### src/inc/ccsh_map.svh
// Constants for the common command and sync handler: opcodes, field positions, tokens.
// Included by the package and the design modules; definitions only.
`ifndef CCSH_MAP_SVH
`define CCSH_MAP_SVH
`define CCSH_OP_W 3
`define CCSH_OP_RST 3'h0
`define CCSH_OP_TST 3'h1
`define CCSH_OP_TRG 3'h2
`define CCSH_OP_OPC 3'h3
`define CCSH_OP_OPCQ 3'h4
`define CCSH_OP_WAI 3'h5
`define CCSH_OP_OTHER 3'h6
`define CCSH_ESR_W 8
`define CCSH_ESR_OPC_BIT 0
`define CCSH_ESR_EXE_BIT 4
`define CCSH_ESR_RST 8'h00
`define CCSH_CH_N 16
`define CCSH_CH_W 4
`define CCSH_RSP_PASS 2'h1
`define CCSH_RSP_FAIL 2'h2
`define CCSH_RSP_ONE 2'h3
`define CCSH_RSP_NONE 2'h0
`define CCSH_TST_CYC 8'h10
`define CCSH_SET_W 16
`define CCSH_SET_RST 16'h0000
`endif

### src/inc/ccsh_pkg.sv
// Types for the common command and sync handler.
// Assumes ccsh_map.svh is on the include path.
`include "ccsh_map.svh"
package ccsh_pkg;
   typedef logic [`CCSH_OP_W-1:0] ccsh_op_t;
   typedef logic [1:0] ccsh_rsp_t;
   typedef enum logic [2:0] {
      CCSH_IDLE = 3'h0,
      CCSH_EXEC = 3'h1,
      CCSH_SYNC = 3'h3,
      CCSH_TEST = 3'h2,
      CCSH_RESP = 3'h6
   } ccsh_state_e;
endpackage

### src/hw/ccsh_top.sv
// Common command and sync handler: decodes reset, self-test, trigger and sync commands.
// Assumes an upstream parser delivers one decoded opcode per cmd_valid/cmd_ready handshake.
`timescale 1ns/1ps
`default_nettype none
`include "ccsh_map.svh"
module ccsh_top
   import ccsh_pkg::*;
(
   input wire logic ref_clk,
   input wire logic reset_n,
   input wire logic cmd_valid,
   input wire logic [`CCSH_OP_W-1:0] cmd_op,
   output logic cmd_ready,
   input wire logic op_busy,
   input wire logic esr_clear,
   input wire logic [`CCSH_SET_W-1:0] comm_set_in,
   input wire logic comm_set_load,
   input wire logic backup_req,
   input wire logic selftest_fault,
   input wire logic list_en,
   input wire logic [`CCSH_CH_W-1:0] list_len,
   input wire logic [`CCSH_CH_N*`CCSH_CH_W-1:0] list_ch,
   output logic rsp_valid,
   output logic [1:0] rsp_code,
   output logic [`CCSH_ESR_W-1:0] esr,
   output logic [`CCSH_SET_W-1:0] comm_set,
   output logic [`CCSH_SET_W-1:0] work_set,
   output logic [`CCSH_SET_W-1:0] saved_set,
   output logic defaults_pending,
   output logic scan_active,
   output logic [`CCSH_CH_N-1:0] relays
);
   ccsh_state_e state_r, state_nxt;
   ccsh_op_t op_r;
   logic [`CCSH_CH_W-1:0] pos_unused;
   logic tst_done, tst_failed;
   logic scanning_w;
   logic [`CCSH_CH_N-1:0] relay_w;
   logic busy_s1_r, busy_s2_r;
   logic fault_s1_r, fault_s2_r;

   // Busy and fault come from other logic domains; two stages before use
   always_ff @(posedge ref_clk or negedge reset_n) begin
      if (!reset_n) begin
         busy_s1_r <= 1'b0;
         busy_s2_r <= 1'b0;
         fault_s1_r <= 1'b0;
         fault_s2_r <= 1'b0;
      end else begin
         busy_s1_r <= op_busy;
         busy_s2_r <= busy_s1_r;
         fault_s1_r <= selftest_fault;
         fault_s2_r <= fault_s1_r;
      end
   end

   // Command decode in IDLE; one command at a time keeps arrival order
   wire take_w = cmd_valid && cmd_ready;
   wire is_rst_w = take_w && (cmd_op == `CCSH_OP_RST);
   wire is_tst_w = take_w && (cmd_op == `CCSH_OP_TST);
   wire is_trg_w = take_w && (cmd_op == `CCSH_OP_TRG);
   wire is_sync_w = take_w && ((cmd_op == `CCSH_OP_OPC) || (cmd_op == `CCSH_OP_OPCQ)
      || (cmd_op == `CCSH_OP_WAI));
   wire tst_refuse_w = is_tst_w && scanning_w;
   wire tst_go_w = is_tst_w && !scanning_w;
   // Triggers are still taken while a wait command holds the queue
   wire wai_trg_w = (state_r == CCSH_SYNC) && (op_r == `CCSH_OP_WAI) && cmd_valid
      && (cmd_op == `CCSH_OP_TRG);
   wire trig_w = is_trg_w || wai_trg_w;
   wire sync_done_w = (state_r == CCSH_SYNC) && !busy_s2_r;
   wire opc_set_w = sync_done_w && (op_r == `CCSH_OP_OPC);
   wire opcq_done_w = sync_done_w && (op_r == `CCSH_OP_OPCQ);

   // Next state
   always_comb begin
      state_nxt = state_r;
      case (state_r)
         CCSH_IDLE: begin
            if (tst_go_w)
               state_nxt = CCSH_TEST;
            else if (is_sync_w)
               state_nxt = CCSH_SYNC;
         end
         CCSH_SYNC: begin
            if (opcq_done_w)
               state_nxt = CCSH_RESP;
            else if (sync_done_w)
               state_nxt = CCSH_IDLE;
         end
         CCSH_TEST: begin
            if (tst_done)
               state_nxt = CCSH_RESP;
         end
         CCSH_RESP: state_nxt = CCSH_IDLE;
         default: state_nxt = CCSH_IDLE;
      endcase
   end

   // Ready only while idle; sync and test stall the queue
   wire ready_nxt = (state_nxt == CCSH_IDLE);
   wire wai_ack_w = wai_trg_w;

   always_ff @(posedge ref_clk or negedge reset_n) begin
      if (!reset_n) begin
         state_r <= CCSH_IDLE;
         op_r <= `CCSH_OP_OTHER;
         cmd_ready <= 1'b0;
      end else begin
         state_r <= state_nxt;
         if (take_w)
            op_r <= cmd_op;
         cmd_ready <= ready_nxt && !wai_ack_w;
      end
   end

   // Response: PASS/FAIL after the test, 1 after the query
   logic [1:0] rsp_nxt;
   assign rsp_nxt = (state_r == CCSH_TEST && tst_done) ?
      (tst_failed ? `CCSH_RSP_FAIL : `CCSH_RSP_PASS) :
      (opcq_done_w ? `CCSH_RSP_ONE : `CCSH_RSP_NONE);
   always_ff @(posedge ref_clk or negedge reset_n) begin
      if (!reset_n) begin
         rsp_valid <= 1'b0;
         rsp_code <= `CCSH_RSP_NONE;
      end else begin
         rsp_valid <= (rsp_nxt != `CCSH_RSP_NONE);
         rsp_code <= rsp_nxt;
      end
   end

   // Event status; a hardware set wins over the clear in the same cycle
   logic [`CCSH_ESR_W-1:0] esr_set_w;
   always_comb begin
      esr_set_w = `CCSH_ESR_RST;
      esr_set_w[`CCSH_ESR_OPC_BIT] = opc_set_w;
      esr_set_w[`CCSH_ESR_EXE_BIT] = tst_refuse_w;
   end
   always_ff @(posedge ref_clk or negedge reset_n) begin
      if (!reset_n)
         esr <= `CCSH_ESR_RST;
      else
         esr <= (esr_clear ? `CCSH_ESR_RST : esr) | esr_set_w;
   end

   // Settings: reset restores working set, comm set untouched, backup on demand
   always_ff @(posedge ref_clk or negedge reset_n) begin
      if (!reset_n) begin
         comm_set <= `CCSH_SET_RST;
         work_set <= `CCSH_SET_RST;
         saved_set <= `CCSH_SET_RST;
         defaults_pending <= 1'b0;
      end else begin
         if (comm_set_load)
            comm_set <= comm_set_in;
         if (is_rst_w) begin
            work_set <= `CCSH_SET_RST;
            defaults_pending <= 1'b1;
         end else if (backup_req) begin
            saved_set <= work_set;
            defaults_pending <= 1'b0;
         end
      end
   end

   // Relay and scan outputs registered here
   always_ff @(posedge ref_clk or negedge reset_n) begin
      if (!reset_n) begin
         scan_active <= 1'b0;
         relays <= 16'h0000;
      end else begin
         scan_active <= scanning_w;
         relays <= relay_w;
      end
   end

   ccsh_selftest u_test (
      .ref_clk(ref_clk),
      .reset_n(reset_n),
      .start(tst_go_w),
      .fault_in(fault_s2_r),
      .done(tst_done),
      .failed(tst_failed)
   );

   ccsh_scan u_scan (
      .ref_clk(ref_clk),
      .reset_n(reset_n),
      .trig(trig_w),
      .open_all(is_rst_w),
      .list_en(list_en),
      .list_len(list_len),
      .list_ch(list_ch),
      .scanning(scanning_w),
      .relay_closed(relay_w),
      .scan_pos(pos_unused)
   );
endmodule
`default_nettype wire

### src/hw/ccsh_selftest.sv
// Self-test sequencer: runs a fixed-length internal check and reports pass or fail.
// Assumes start is a one-cycle pulse; fault_in is synchronous to ref_clk.
`timescale 1ns/1ps
`default_nettype none
`include "ccsh_map.svh"
module ccsh_selftest
   import ccsh_pkg::*;
(
   input wire logic ref_clk,
   input wire logic reset_n,
   input wire logic start,
   input wire logic fault_in,
   output logic done,
   output logic failed
);
   logic [7:0] cnt_r;
   logic busy_r;
   logic err_r;
   wire last_w = busy_r && (cnt_r == `CCSH_TST_CYC);
   // Count test cycles, accumulate any fault seen while busy
   always_ff @(posedge ref_clk or negedge reset_n) begin
      if (!reset_n) begin
         cnt_r <= 8'h00;
         busy_r <= 1'b0;
         err_r <= 1'b0;
         done <= 1'b0;
         failed <= 1'b0;
      end else begin
         done <= last_w;
         if (start) begin
            busy_r <= 1'b1;
            cnt_r <= 8'h01;
            err_r <= 1'b0;
         end else if (last_w) begin
            busy_r <= 1'b0;
            failed <= err_r | fault_in;
         end else if (busy_r) begin
            cnt_r <= cnt_r + 8'h01;
            err_r <= err_r | fault_in;
         end
      end
   end
endmodule
`default_nettype wire

### src/hw/ccsh_scan.sv
// Scan stepper: walks the registered scan list and owns the relay closure state.
// Assumes list entries arrive through list_ch and list_len, steady while scanning.
`timescale 1ns/1ps
`default_nettype none
`include "ccsh_map.svh"
module ccsh_scan
   import ccsh_pkg::*;
(
   input wire logic ref_clk,
   input wire logic reset_n,
   input wire logic trig,
   input wire logic open_all,
   input wire logic list_en,
   input wire logic [`CCSH_CH_W-1:0] list_len,
   input wire logic [`CCSH_CH_N*`CCSH_CH_W-1:0] list_ch,
   output logic scanning,
   output logic [`CCSH_CH_N-1:0] relay_closed,
   output logic [`CCSH_CH_W-1:0] scan_pos
);
   logic [`CCSH_CH_W-1:0] ch_sel_w [`CCSH_CH_N];
   logic [`CCSH_CH_N-1:0] onehot_w;
   genvar gi;
   // Unpack the list into entries
   generate
      for (gi = 0; gi < `CCSH_CH_N; gi++) begin : g_ent
         assign ch_sel_w[gi] = list_ch[gi*`CCSH_CH_W +: `CCSH_CH_W];
      end
   endgenerate
   wire [`CCSH_CH_W-1:0] pos_nxt = scanning ? scan_pos + 4'h1 : 4'h0;
   wire at_end_w = scanning && (scan_pos == list_len);
   assign onehot_w = `CCSH_CH_N'(1) << ch_sel_w[pos_nxt];
   // Trigger starts or advances; last entry ends the scan
   always_ff @(posedge ref_clk or negedge reset_n) begin
      if (!reset_n) begin
         scanning <= 1'b0;
         scan_pos <= 4'h0;
         relay_closed <= 16'h0000;
      end else if (open_all) begin
         scanning <= 1'b0;
         scan_pos <= 4'h0;
         relay_closed <= 16'h0000;
      end else if (trig && at_end_w) begin
         scanning <= 1'b0;
         relay_closed <= 16'h0000;
      end else if (trig && (scanning || list_en)) begin
         scanning <= 1'b1;
         scan_pos <= pos_nxt;
         relay_closed <= onehot_w;
      end
   end
endmodule
`default_nettype wire

### config.mk
export PLATFORM = sky130hd
export DESIGN_NAME = ccsh_top
export DESIGN_NICKNAME = d
export VERILOG_FILES = /design/src/inc/ccsh_pkg.sv /design/src/hw/ccsh_top.sv /design/src/hw/ccsh_selftest.sv /design/src/hw/ccsh_scan.sv
export VERILOG_INCLUDE_DIRS = /design/src /design/src/inc
export SDC_FILE = /design/constraint.sdc
export NUM_CORES = 1
export LEC_CHECK = 0
export BUFFER_PORTS_ARGS = -buffer_cell sky130_fd_sc_hd__buf_4
export CORE_UTILIZATION = 26
export CTS_CLUSTER_SIZE = 20
export DETAILED_ROUTE_END_ITERATION = 8
export GPL_ROUTABILITY_DRIVEN = 0
export SYNTH_ARGS = -nofsm -noshare
export SYNTH_HDL_FRONTEND = slang
export SYNTH_SLANG_ARGS = --single-unit
export TNS_END_PERCENT = 50
### constraint.sdc
create_clock -name ref_clk -period 4.4 [get_ports ref_clk]
set_clock_uncertainty 0.05 [all_clocks]
set_input_delay 0 -clock ref_clk [delete_from_list [all_inputs] [get_ports ref_clk]]
set_output_delay 0 -clock ref_clk [all_outputs]
set_load 0.005 [all_outputs]
==> summary.txt, run 1 <==
Outcome
  – Outcome: complete, no violations

Critical path
  – Crit-path slowest cell: dfrtp_1
  – Reg2reg end: u_scan.relay_closed[9]$_DFFE_PN0P_
  – Req. time, crit path: 4620 ps
  – Path depth of the worst reg2reg path: 6
  – Worst-path fanout max: 26
  – Worst setup EP type: flip-flop
  – Data arrival, critical path: 3210 ps
  – Worst-path cell chain: inv_1 > nor2_1 > a211oi_1 > o32ai_1 > and3_1 > a22o_1
  – CP startpoint: u_scan.scanning$_DFFE_PN0P_
  – FF-to-FF setup slack: 1410 ps
  – Setup crit end: u_scan.relay_closed[9]$_DFFE_PN0P_
  – CP max stage delay: 880 ps
  – CP Launch Type: flip-flop
  – Reg2Reg Launch Point: u_scan.scanning$_DFFE_PN0P_
  – Crit Path Class: reg -> reg

Clock network
  – Clock sinks: 83
  – Cts repair resizes: 0
  – TritonCTS Buffers: 9
  – Post-CTS setup buffer count: 0
  – Hold buffers post-CTS: 25
  – CTS tree: done
  – Maximum root-to-sink buffer count: 2
  – Clock Latency Late Sink: 330 ps
  – Clock transition at the registers of the reported paths: 60 ps
  – CTS root buf: clkbuf_16
  – H-tree depth: 3

Power and ir drop
  – Leakage: 0.002760 uW
  – Clk network pwr share: 45.4%
  – Pint: 1393 uW
  – Sw frac: 21.75%
  – Register share of total power: 44.3%
  – Worst VDD drop: 0.0001740 V
  – Comb power frac: 10.4%
  – Psw: 387.2 uW
  – Power per cell area: 298.9 nW/um^2

Drt
  – Antenna-violating nets left: 0
  – Post-Route WL: 10970 um
  – DRC violations left: 0
  – Vias per inst: 4.502
  – WL per Instance: 14.23 um
  – DR vias: 3471
  – Drt first-iter violations: 153
  – Pre-Repair DR Iteration Count: 5

Finish
  – Layout area overhead: 38.37%
  – Share of layout cells above drive strength 1: 33.87%
  – Post-route insts no fill: 771
  – Antenna fix cells: 0
  – Nets@finish: 649
  – Final Core Density: 37.22%
  – Final Cell Area: 5956 sq um

Hold path
  – Hold depth: 2
  – Hold Path Class: in -> reg

Timing
  – Final hold viol count: 0
  – Max Transition Viols Final: 0
  – Final setup violation count: 0
  – Final period utilization: 67.87%
  – Minimum clock period after layout: 2986 ps
  – Fmax: 334.9 MHz
  – Max-slew headroom: 31.95%
  – Worst-Margin Slew: 1021 ps
  – RSZ-0062 raised after global routing: false
  – Final setup TNS: 0 ps

Logic synthesis
  – EDFF count, synth: 0
  – Synthesized area: 4304 sq um
  – Cell with the most instances after synthesis: dfrtp_1
  – Syn_area_per_cell: 10.98 sq um
  – Area share of the largest cell type after synthesis: 47.09%
  – Count of cell types in the netlist: 55
  – Most frequent cells after synthesis: dfrtp_1 (81), buf_4 (41), nor2_1 (26), mux2_2 (24), nand2_1 (20)
  – Post-synthesis cell count: 392
  – Synth Flop Type: dfrtp_1
  – Flops & latches, synth: 83
  – Sequential fraction of the synthesis area: 48.31%
  – Asr flop ratio synth: 100.0%
  – Ys Warns: 0
  – Synth area leader: dfrtp_1
  – Synth top area cells: dfrtp_1 (47%), buf_4 (7.2%), mux2_2 (6.3%)

Global routing
  – First-pass GRT wire length: 16780 um
  – Global route overflow: 0
  – All-Layer GR Usage: 12.94%
  – Initial antenna violation count: 0
  – Vias in the first global route: 3331
  – Largest net degree at the start of global routing: 84

Die
  – Height of the die: 130.7 um
  – Num rows: 46
  – Die Area: 17070 sq um
  – Core area: 16000 sq um
  – Width of the chip: 130.7 um
  – Initial Utilization: 26.90%
  – # IOs: 174

Flow run
  – Max-Cap Viols: 0

Place
  – DP Area: 5380 sq um
  – HPWL Detailed: 8255 um
  – Number of port buffers: 135
  – Placed cells: 730
logic make-up (layout without fill, tap and decap cells):
logic type | after synthesis | count (layout) | share of synthesized area (%)
xor gates and xnor gates | 14 | 14 | 3.023
adders and majority gates | 3 | 3 | 0.8722
buffers and inverters | 66 | 192 | 9.709
muxes | 42 | 42 | 10.47
and+or+nand+nor | 98 | 98 | 11.77
DFF | 83 | 83 | 48.31
AOI/OAI and AO/OA | 85 | 85 | 15.76
other | 1 | 38 | 0.08713
layout by cell type (no fill, tap or decap), types with 4 or more instances in the layout:
cell / n
a221oi_1: 4
mux2_2: 24
nand2b_1: 6
a31oi_1: 4
nand3_1: 9
o211ai_1: 4
nand4_1: 4
nor3_1: 5
a22o_1: 9
mux2i_1: 18
o21ai_0: 12
o2bb2ai_1: 11
clkbuf_16: 9
dfrtp_1: 81
xnor2_1: 6
o22ai_1: 4
a21oi_1: 5
conb_1: 38
nor2_1: 26
inv_1: 13
dlygate4sd3_1: 25
nand2_1: 20
xor2_1: 7
buf_4: 138
nand3b_1: 7
nor2b_1: 4
a22oi_1: 4
and3_1: 5
area by class of cell:
cell class                      instances  area, sq um
Clock buffer                            9        225.2
Clock inverter                          7        100.1
Fill cell                            1620        10040
Inverter                               13        48.80
Multi-Input combinational cell        280         1946
Sequential cell                        83         2079
Tap cell                              216        270.3
Timing Repair Buffer                  163         1286
power by group through the flow:
stage          combinational (uW)  sequential (uW)  clock, uW
4_1_cts                       186              788        832
6_report                      185              788        808
3_5_place_dp                  168              802          0
2_1_floorplan                74.0              803          0
5_1_grt                       203              788        869
3_3_place_gp                  166              801          0
metal layers:
metal  vias to the layer above  wire length [um]  global-route usage (%)
met5                         -                 0                       0
met4                         0               165                   5.071
met3                        11               856                   3.135
met2                       175              5008                   20.92
met1                      1618              4940                   16.64
li1                       1667                 -                       -
sequential cells by signal, summed over array words and instances (netlist names), 2 cells and up:
signal and flops:
u_scan.relay_closed 16, op_r 3, rsp_code 2, u_scan.scan_pos 4, u_test.cnt_r 8, comm_set 16
relays 16, esr 2, state_r 3
how the worst min path moves through the flow:
| stage | from | to | slack (ps) |
|---|---|---|---|
| 3_5_place_dp | op_busy | busy_s1_r$_DFF_PN0_ | 60 |
| 3_3_place_gp | op_busy | busy_s1_r$_DFF_PN0_ | 60 |
| 2_1_floorplan | reset_n | busy_s1_r$_DFF_PN0_ | -350 |
| 4_1_cts | comm_set_load | comm_set[9]$_DFFE_PN0P_ | 20 |
| 6_report | comm_set_load | comm_set[9]$_DFFE_PN0P_ | 40 |
| 5_1_grt | comm_set_load | comm_set[14]$_DFFE_PN0P_ | 40 |
metrics by stage:
stage / hold slack (ps) / total power (uW) / setup WS (ps)
final: 44.54 / 1780 / 1414
after global routing: 39.41 / 1860 / 1199
after CTS: 24.77 / 1805 / 1471
after detailed placement: 60.98 / 969.4 / 1478
after global placement: 62.14 / 967.0 / 1611
after floorplan: -345.6 / 876.8 / 2155
critical path: cells and delay by family, from the launching register on:
kind            cells  cell delay (ps)
simple gates        2              730
flops               1              880
buf+inv             1              470
compound gates      3              800
No activity file was read; power rests on OpenSTA's default activity.
==> run 2: changes to the inputs <==
- clock period: 4.4 -> 3 ns (I/O delays scaled with it)
==> summary.txt, run 2 (synthesis gave the netlist of run 1 again) <==
Finish
  – Nets@finish: 655 (was 649)
  – Commonest cells after routing, fill and taps aside: buf_4 (144), dfrtp_1 (81), conb_1 (38) (was buf_4 (138), dfrtp_1 (81), conb_1 (38))
  – Antenna fix cells: 0 (unchanged)
  – Largest registers: comm_set x16, relays x16, u_scan.relay_closed x16 (unchanged)
  – Share of layout cells above drive strength 1: 34.40% (was 33.87%)
  – Most common cell after layout, fill and taps aside: buf_4 (unchanged)
  – Layout area overhead: 38.37% (unchanged)
  – Fill count: 1631 (was 1620)

Die
  – # IOs: 174 (unchanged)
  – Initial Utilization: 26.90% (unchanged)
  – Width of the chip: 130.7 um (unchanged)
  – Num rows: 46 (unchanged)
  – Die Area: 17070 sq um (unchanged)
  – Height of the die: 130.7 um (unchanged)
  – Core area: 16000 sq um (unchanged)

Place
  – HPWL Detailed: 8217 um (was 8255 um)
  – Dpl ws: 358.1 ps (was 1478 ps)
  – Number of port buffers: 135 (unchanged)

Drt
  – Drt first-iter violations: 122 (was 153)
  – Vias per inst: 4.476 (was 4.502)
  – WL per Instance: 14.06 um (was 14.23 um)
  – Antenna-violating nets left: 0 (unchanged)
  – Post-Route WL: 10930 um (was 10970 um)
  – DR vias: 3478 (was 3471)
  – Pre-Repair DR Iteration Count: 4 (was 5)
  – DRC violations left: 0 (unchanged)

Timing
  – Fmax: 372.7 MHz (was 334.9 MHz)
  – Minimum clock period after layout: 2683 ps (was 2986 ps)
  – Max Transition Viols Final: 0 (unchanged)
  – Worst-Margin Slew: 1032 ps (was 1021 ps)
  – Final setup margin: 317.2 ps (was 1414 ps)
  – Final setup violation count: 0 (unchanged)
  – Final period utilization: 89.43% (was 67.87%)
  – Final setup TNS: 0 ps (unchanged)
  – Max-slew headroom: 31.21% (was 31.95%)
  – Final hold viol count: 0 (unchanged)
  – RSZ-0062 raised after global routing: false (unchanged)

Flow run
  – Max-Cap Viols: 0 (unchanged)

Critical path
  – Data arrival, critical path: 2840 ps (was 3210 ps)
  – Crit Path Class: reg -> reg (unchanged)
  – Path depth of the worst reg2reg path: 7 (was 6)
  – Req. time, crit path: 3150 ps (was 4620 ps)
  – Worst setup EP type: flip-flop (unchanged)
  – Worst-path fanout max: 6 (was 26)
  – CP Launch Type: flip-flop (unchanged)

Power and ir drop
  – Power per cell area: 411.1 nW/um^2 (was 298.9 nW/um^2)
  – Pint: 1894 uW (was 1393 uW)
  – Leakage: 0.002762 uW (was 0.002760 uW)
  – Comb power frac: 11.0% (was 10.4%)
  – Worst VDD drop: 0.0002210 V (was 0.0001740 V)
  – Clk network pwr share: 41.8% (was 45.4%)
  – Sw frac: 22.66% (was 21.75%)
  – Psw: 554.9 uW (was 387.2 uW)
  – Register share of total power: 47.2% (was 44.3%)

Global routing
  – M2 GR Usage: 20.95% (was 20.92%)
  – Initial antenna violation count: 0 (unchanged)
  – Global route overflow: 0 (unchanged)
  – Met1 usage: 16.72% (was 16.64%)
  – Met3 usage: 3.379% (was 3.135%)
  – Largest net degree at the start of global routing: 84 (unchanged)
  – First-pass GRT wire length: 16930 um (was 16780 um)
  – All-Layer GR Usage: 13.00% (was 12.94%)
  – Top Usage Layer GRT: met2 (unchanged)
  – Vias in the first global route: 3429 (was 3331)

Clock network
  – Cts repair resizes: 0 (unchanged)
  – Clock Latency Late Sink: 330 ps (about the same)
  – Post-CTS setup buffer count: 0 (unchanged)
  – CTS root buf: clkbuf_16 (unchanged)
  – CTS tree: done (unchanged)
  – Maximum root-to-sink buffer count: 2 (unchanged)
  – Hold buffers post-CTS: 25 (unchanged)
  – TritonCTS Buffers: 9 (unchanged)
  – Clock sinks: 83 (unchanged)
  – Clock transition at the registers of the reported paths: 60 ps (about the same)
  – H-tree depth: 3 (unchanged)

Outcome
  – Outcome: complete, no violations (unchanged)

Hold path
  – Hold depth: 2 (unchanged)
  – Hold Path Class: in -> reg (unchanged)
## run 2: critical path, cell delays in order (launching register included)
cell       delay (ps)
dfrtp_1           430
ha_1              270
xnor2_1           510
o221ai_1          220
a32oi_1           440
nor4_1            110
a31oi_1           380
o2bb2ai_1         140
## run 2: path summary, 6_finish.rpt
| kind | start | end | slack (ps) |
|---|---|---|---|
| max in group asynchronous | reset_n | rsp_code[0]$_DFF_PN0_ | 1890 |
| max | u_scan.scan_pos[1]$_DFFE_PN0P_ | u_scan.relay_closed[7]$_DFFE_PN0P_ | 320 |
| max reg2reg | u_scan.scan_pos[1]$_DFFE_PN0P_ | u_scan.relay_closed[7]$_DFFE_PN0P_ | 320 |
| min | comm_set_load | comm_set[14]$_DFFE_PN0P_ | 50 |
| min reg2reg | fault_s1_r$_DFF_PN0_ | fault_s2_r$_DFF_PN0_ | 300 |
| min in group asynchronous | reset_n | relays[7]$_DFF_PN0_ | 350 |
## run 2: final cells by class
cell class | instances | area, sq um | share of cell area [%]
Clock buffer | 11 | 242.7 | 4.076
Clock inverter | 5 | 37.54 | 0.6303
Inverter | 13 | 48.80 | 0.8193
Multi-Input combinational cell | 280 | 1946 | 32.67
Sequential cell | 83 | 2079 | 34.92
Tap cell | 216 | 270.3 | 4.538
Timing Repair Buffer | 169 | 1331 | 22.35
## run 2: layer usage
layer	up-vias	share of wire [%]
met5	-	0
met1	1617	45
met2	163	46
li1	1684	-
met3	14	7.6
met4	0	1.8
## run 2: power by group through the flow
stage               clock [uW]  combinational (uW)  sequential, uW
finish                    1020                 270            1160
global route              1110                 299            1160
CTS                       1060                 272            1160
detailed placement           0                 245            1180
global placement             0                 242            1170
floorplan                    0                 109            1180
## run 2: through the flow
stage | hold WS [ps] | instances | power, uW | instance area [sq um] | utilization [%]
6_report | 47.38 | 777 | 2448 | 5956 | 37.22
5_1_grt | 40.00 | 777 | 2569 | 5956 | 37.22
4_1_cts | 28.93 | 777 | 2490 | 5956 | 37.22
3_5_place_dp | 70.89 | 736 | 1421 | 5425 | 33.91
3_3_place_gp | 67.77 | 736 | 1416 | 5425 | 33.91
2_1_floorplan | -345.6 | 429 | 1286 | 4443 | -
==> run 3: changes to the inputs <==
- PLACE_DENSITY: default -> 0.56
==> summary.txt, run 3 (synthesis gave the netlist of run 1 again) <==
Die
  – Num rows: 46 (unchanged)
  – Initial Utilization: 26.90% (unchanged)
  – Die Area: 17070 sq um (unchanged)
  – # IOs: 174 (unchanged)
  – Width of the chip: 130.7 um (unchanged)
  – Core area: 16000 sq um (unchanged)
  – Height of the die: 130.7 um (unchanged)

Drt
  – WL per Instance: 13.84 um (was 14.06 um)
  – Post-Route WL: 10760 um (was 10930 um)
  – DRC violations left: 0 (unchanged)
  – Drt first-iter violations: 255 (was 122)
  – DR vias: 3406 (was 3478)
  – Pre-Repair DR Iteration Count: 4 (unchanged)
  – Antenna-violating nets left: 0 (unchanged)
  – Vias per inst: 4.384 (was 4.476)

Global routing
  – All-Layer GR Usage: 12.65% (was 13.00%)
  – Global route overflow: 0 (unchanged)
  – First-pass GRT wire length: 16950 um (was 16930 um)
  – Initial antenna violation count: 0 (unchanged)
  – Largest net degree at the start of global routing: 84 (unchanged)
  – Vias in the first global route: 3393 (was 3429)

Timing
  – Final period utilization: 86.59% (was 89.43%)
  – Final hold viol count: 0 (unchanged)
  – Final setup violation count: 0 (unchanged)
  – Minimum clock period after layout: 2598 ps (was 2683 ps)
  – Fmax: 385.0 MHz (was 372.7 MHz)
  – Max Transition Viols Final: 0 (unchanged)
  – Final setup TNS: 0 ps (unchanged)
  – Worst-Margin Slew: 1020 ps (was 1032 ps)
  – RSZ-0062 raised after global routing: false (unchanged)
  – Max-slew headroom: 32.03% (was 31.21%)

Finish
  – Final Core Density: 37.25% (was 37.22%)
  – Final Cell Area: 5961 sq um (was 5956 sq um)
  – Largest registers: comm_set x16, relays x16, u_scan.relay_closed x16 (unchanged)
  – Fill count: 1594 (was 1631)
  – Commonest cells after routing, fill and taps aside: buf_4 (144), dfrtp_1 (81), conb_1 (38) (unchanged)
  – Layout area overhead: 38.49% (was 38.37%)
  – Nets@finish: 655 (unchanged)
  – Share of layout cells above drive strength 1: 34.58% (was 34.40%)
  – Most common cell after layout, fill and taps aside: buf_4 (unchanged)
  – Antenna fix cells: 0 (unchanged)

Clock network
  – Cts repair resizes: 0 (unchanged)
  – CTS root buf: clkbuf_16 (unchanged)
  – Post-CTS setup buffer count: 0 (unchanged)
  – Maximum root-to-sink buffer count: 2 (unchanged)
  – Clock sinks: 83 (unchanged)
  – Clock transition at the registers of the reported paths: 60 ps (about the same)
  – Clock Latency Late Sink: 330 ps (about the same)
  – CTS tree: done (unchanged)
  – TritonCTS Buffers: 9 (unchanged)
  – H-tree depth: 3 (unchanged)

Place
  – Number of port buffers: 135 (unchanged)
  – HPWL Detailed: 8158 um (was 8217 um)
  – DP Area: 5425 sq um (unchanged)

Critical path
  – Data arrival, critical path: 2740 ps (was 2840 ps)
  – Req. time, crit path: 3150 ps (about the same)
  – CP startpoint: u_scan.scan_pos[1]$_DFFE_PN0P_ (unchanged)
  – Setup crit end: u_scan.relay_closed[3]$_DFFE_PN0P_ (was u_scan.relay_closed[7]$_DFFE_PN0P_)
  – Reg2reg end: u_scan.relay_closed[3]$_DFFE_PN0P_ (was u_scan.relay_closed[7]$_DFFE_PN0P_)
  – Path depth of the worst reg2reg path: 7 (unchanged)
  – Crit Path Class: reg -> reg (unchanged)
  – Worst setup EP type: flip-flop (unchanged)
  – FF-to-FF setup slack: 400 ps (was 320 ps)
  – CP Launch Type: flip-flop (unchanged)
  – Reg2Reg Launch Point: u_scan.scan_pos[1]$_DFFE_PN0P_ (unchanged)
  – Worst-path fanout max: 6 (unchanged)

Flow run
  – Max-Cap Viols: 0 (unchanged)

Power and ir drop
  – Worst VDD drop: 0.0002185 V (was 0.0002210 V)
  – Leakage: 0.002760 uW (was 0.002762 uW)
  – Power per cell area: 411.5 nW/um^2 (was 411.1 nW/um^2)
  – Tot Pwr: 2453 uW (was 2448 uW)

Outcome
  – Outcome: complete, no violations (unchanged)

Hold path
  – Hold Path Class: in -> reg (unchanged)
run 3: power breakdown:
part	internal (uW)	switching, uW
logic	163	105
clock network	573	457
registers	1140	11.6
total	1880	573
run 3: routing by layer:
layer	global-route usage, %	share of wire [%]	vias to the layer above
li1	-	-	1679
met1	16.15	45	1598
met3	3.013	6.2	10
met5	0	0	-
met2	21.51	48	119
met4	3.110	0.86	0
run 3: cell type report:
cell class / count / area (sq um) / share of cell area, %
inverter: 13 / 48.80 / 0.8186
multi-input combinational: 280 / 1946 / 32.64
sequential: 83 / 2079 / 34.89
tap: 216 / 270.3 / 4.534
clock buffer: 9 / 225.2 / 3.778
clock inverter: 7 / 60.06 / 1.008
timing repair buffer: 169 / 1331 / 22.33
run 3: how the worst min path moves through the flow:
| stage | start | to | slack (ps) | cells past startpoint |
|---|---|---|---|---|
| final | comm_set_load | comm_set[0]$_DFFE_PN0P_ | 40 | 2 |
| after global routing | comm_set_load | comm_set[5]$_DFFE_PN0P_ | 40 | 2 |
| after CTS | comm_set_load | comm_set[0]$_DFFE_PN0P_ | 30 | 2 |
| after detailed placement | op_busy | busy_s1_r$_DFF_PN0_ | 60 | 1 |
| after global placement | op_busy | busy_s1_r$_DFF_PN0_ | 60 | 1 |
| after floorplan | reset_n | busy_s1_r$_DFF_PN0_ | -350 | 0 |
run 3: worst max-delay path, cell delays in order (launching register included):
cell       delay [ps]
dfrtp_1           420
ha_1              250
xnor2_1           490
o221ai_1          220
a32oi_1           460
nor4_1            110
a31oi_1           330
o2bb2ai_1         130
run 3: metrics by stage:
| stage | std cells | worst slack (ps) | hold WS (ps) |
|---|---|---|---|
| detailed placement | 736 | 457.3 | 62.34 |
| floorplan | 429 | 754.6 | -345.6 |
| global route | 777 | 203.6 | 41.88 |
| CTS | 777 | 439.8 | 34.30 |
| global placement | 736 | 418.2 | 60.93 |
| finish | 777 | 402.3 | 38.55 |
run 3: repair_timing:
| item | 4_1_cts | 5_1_grt |
|---|---|---|
| endpoints found under the setup margin | 0 | 0 |
| endpoints found under the hold margin | 106 | 0 |
| hold buffers | 25 | 0 |
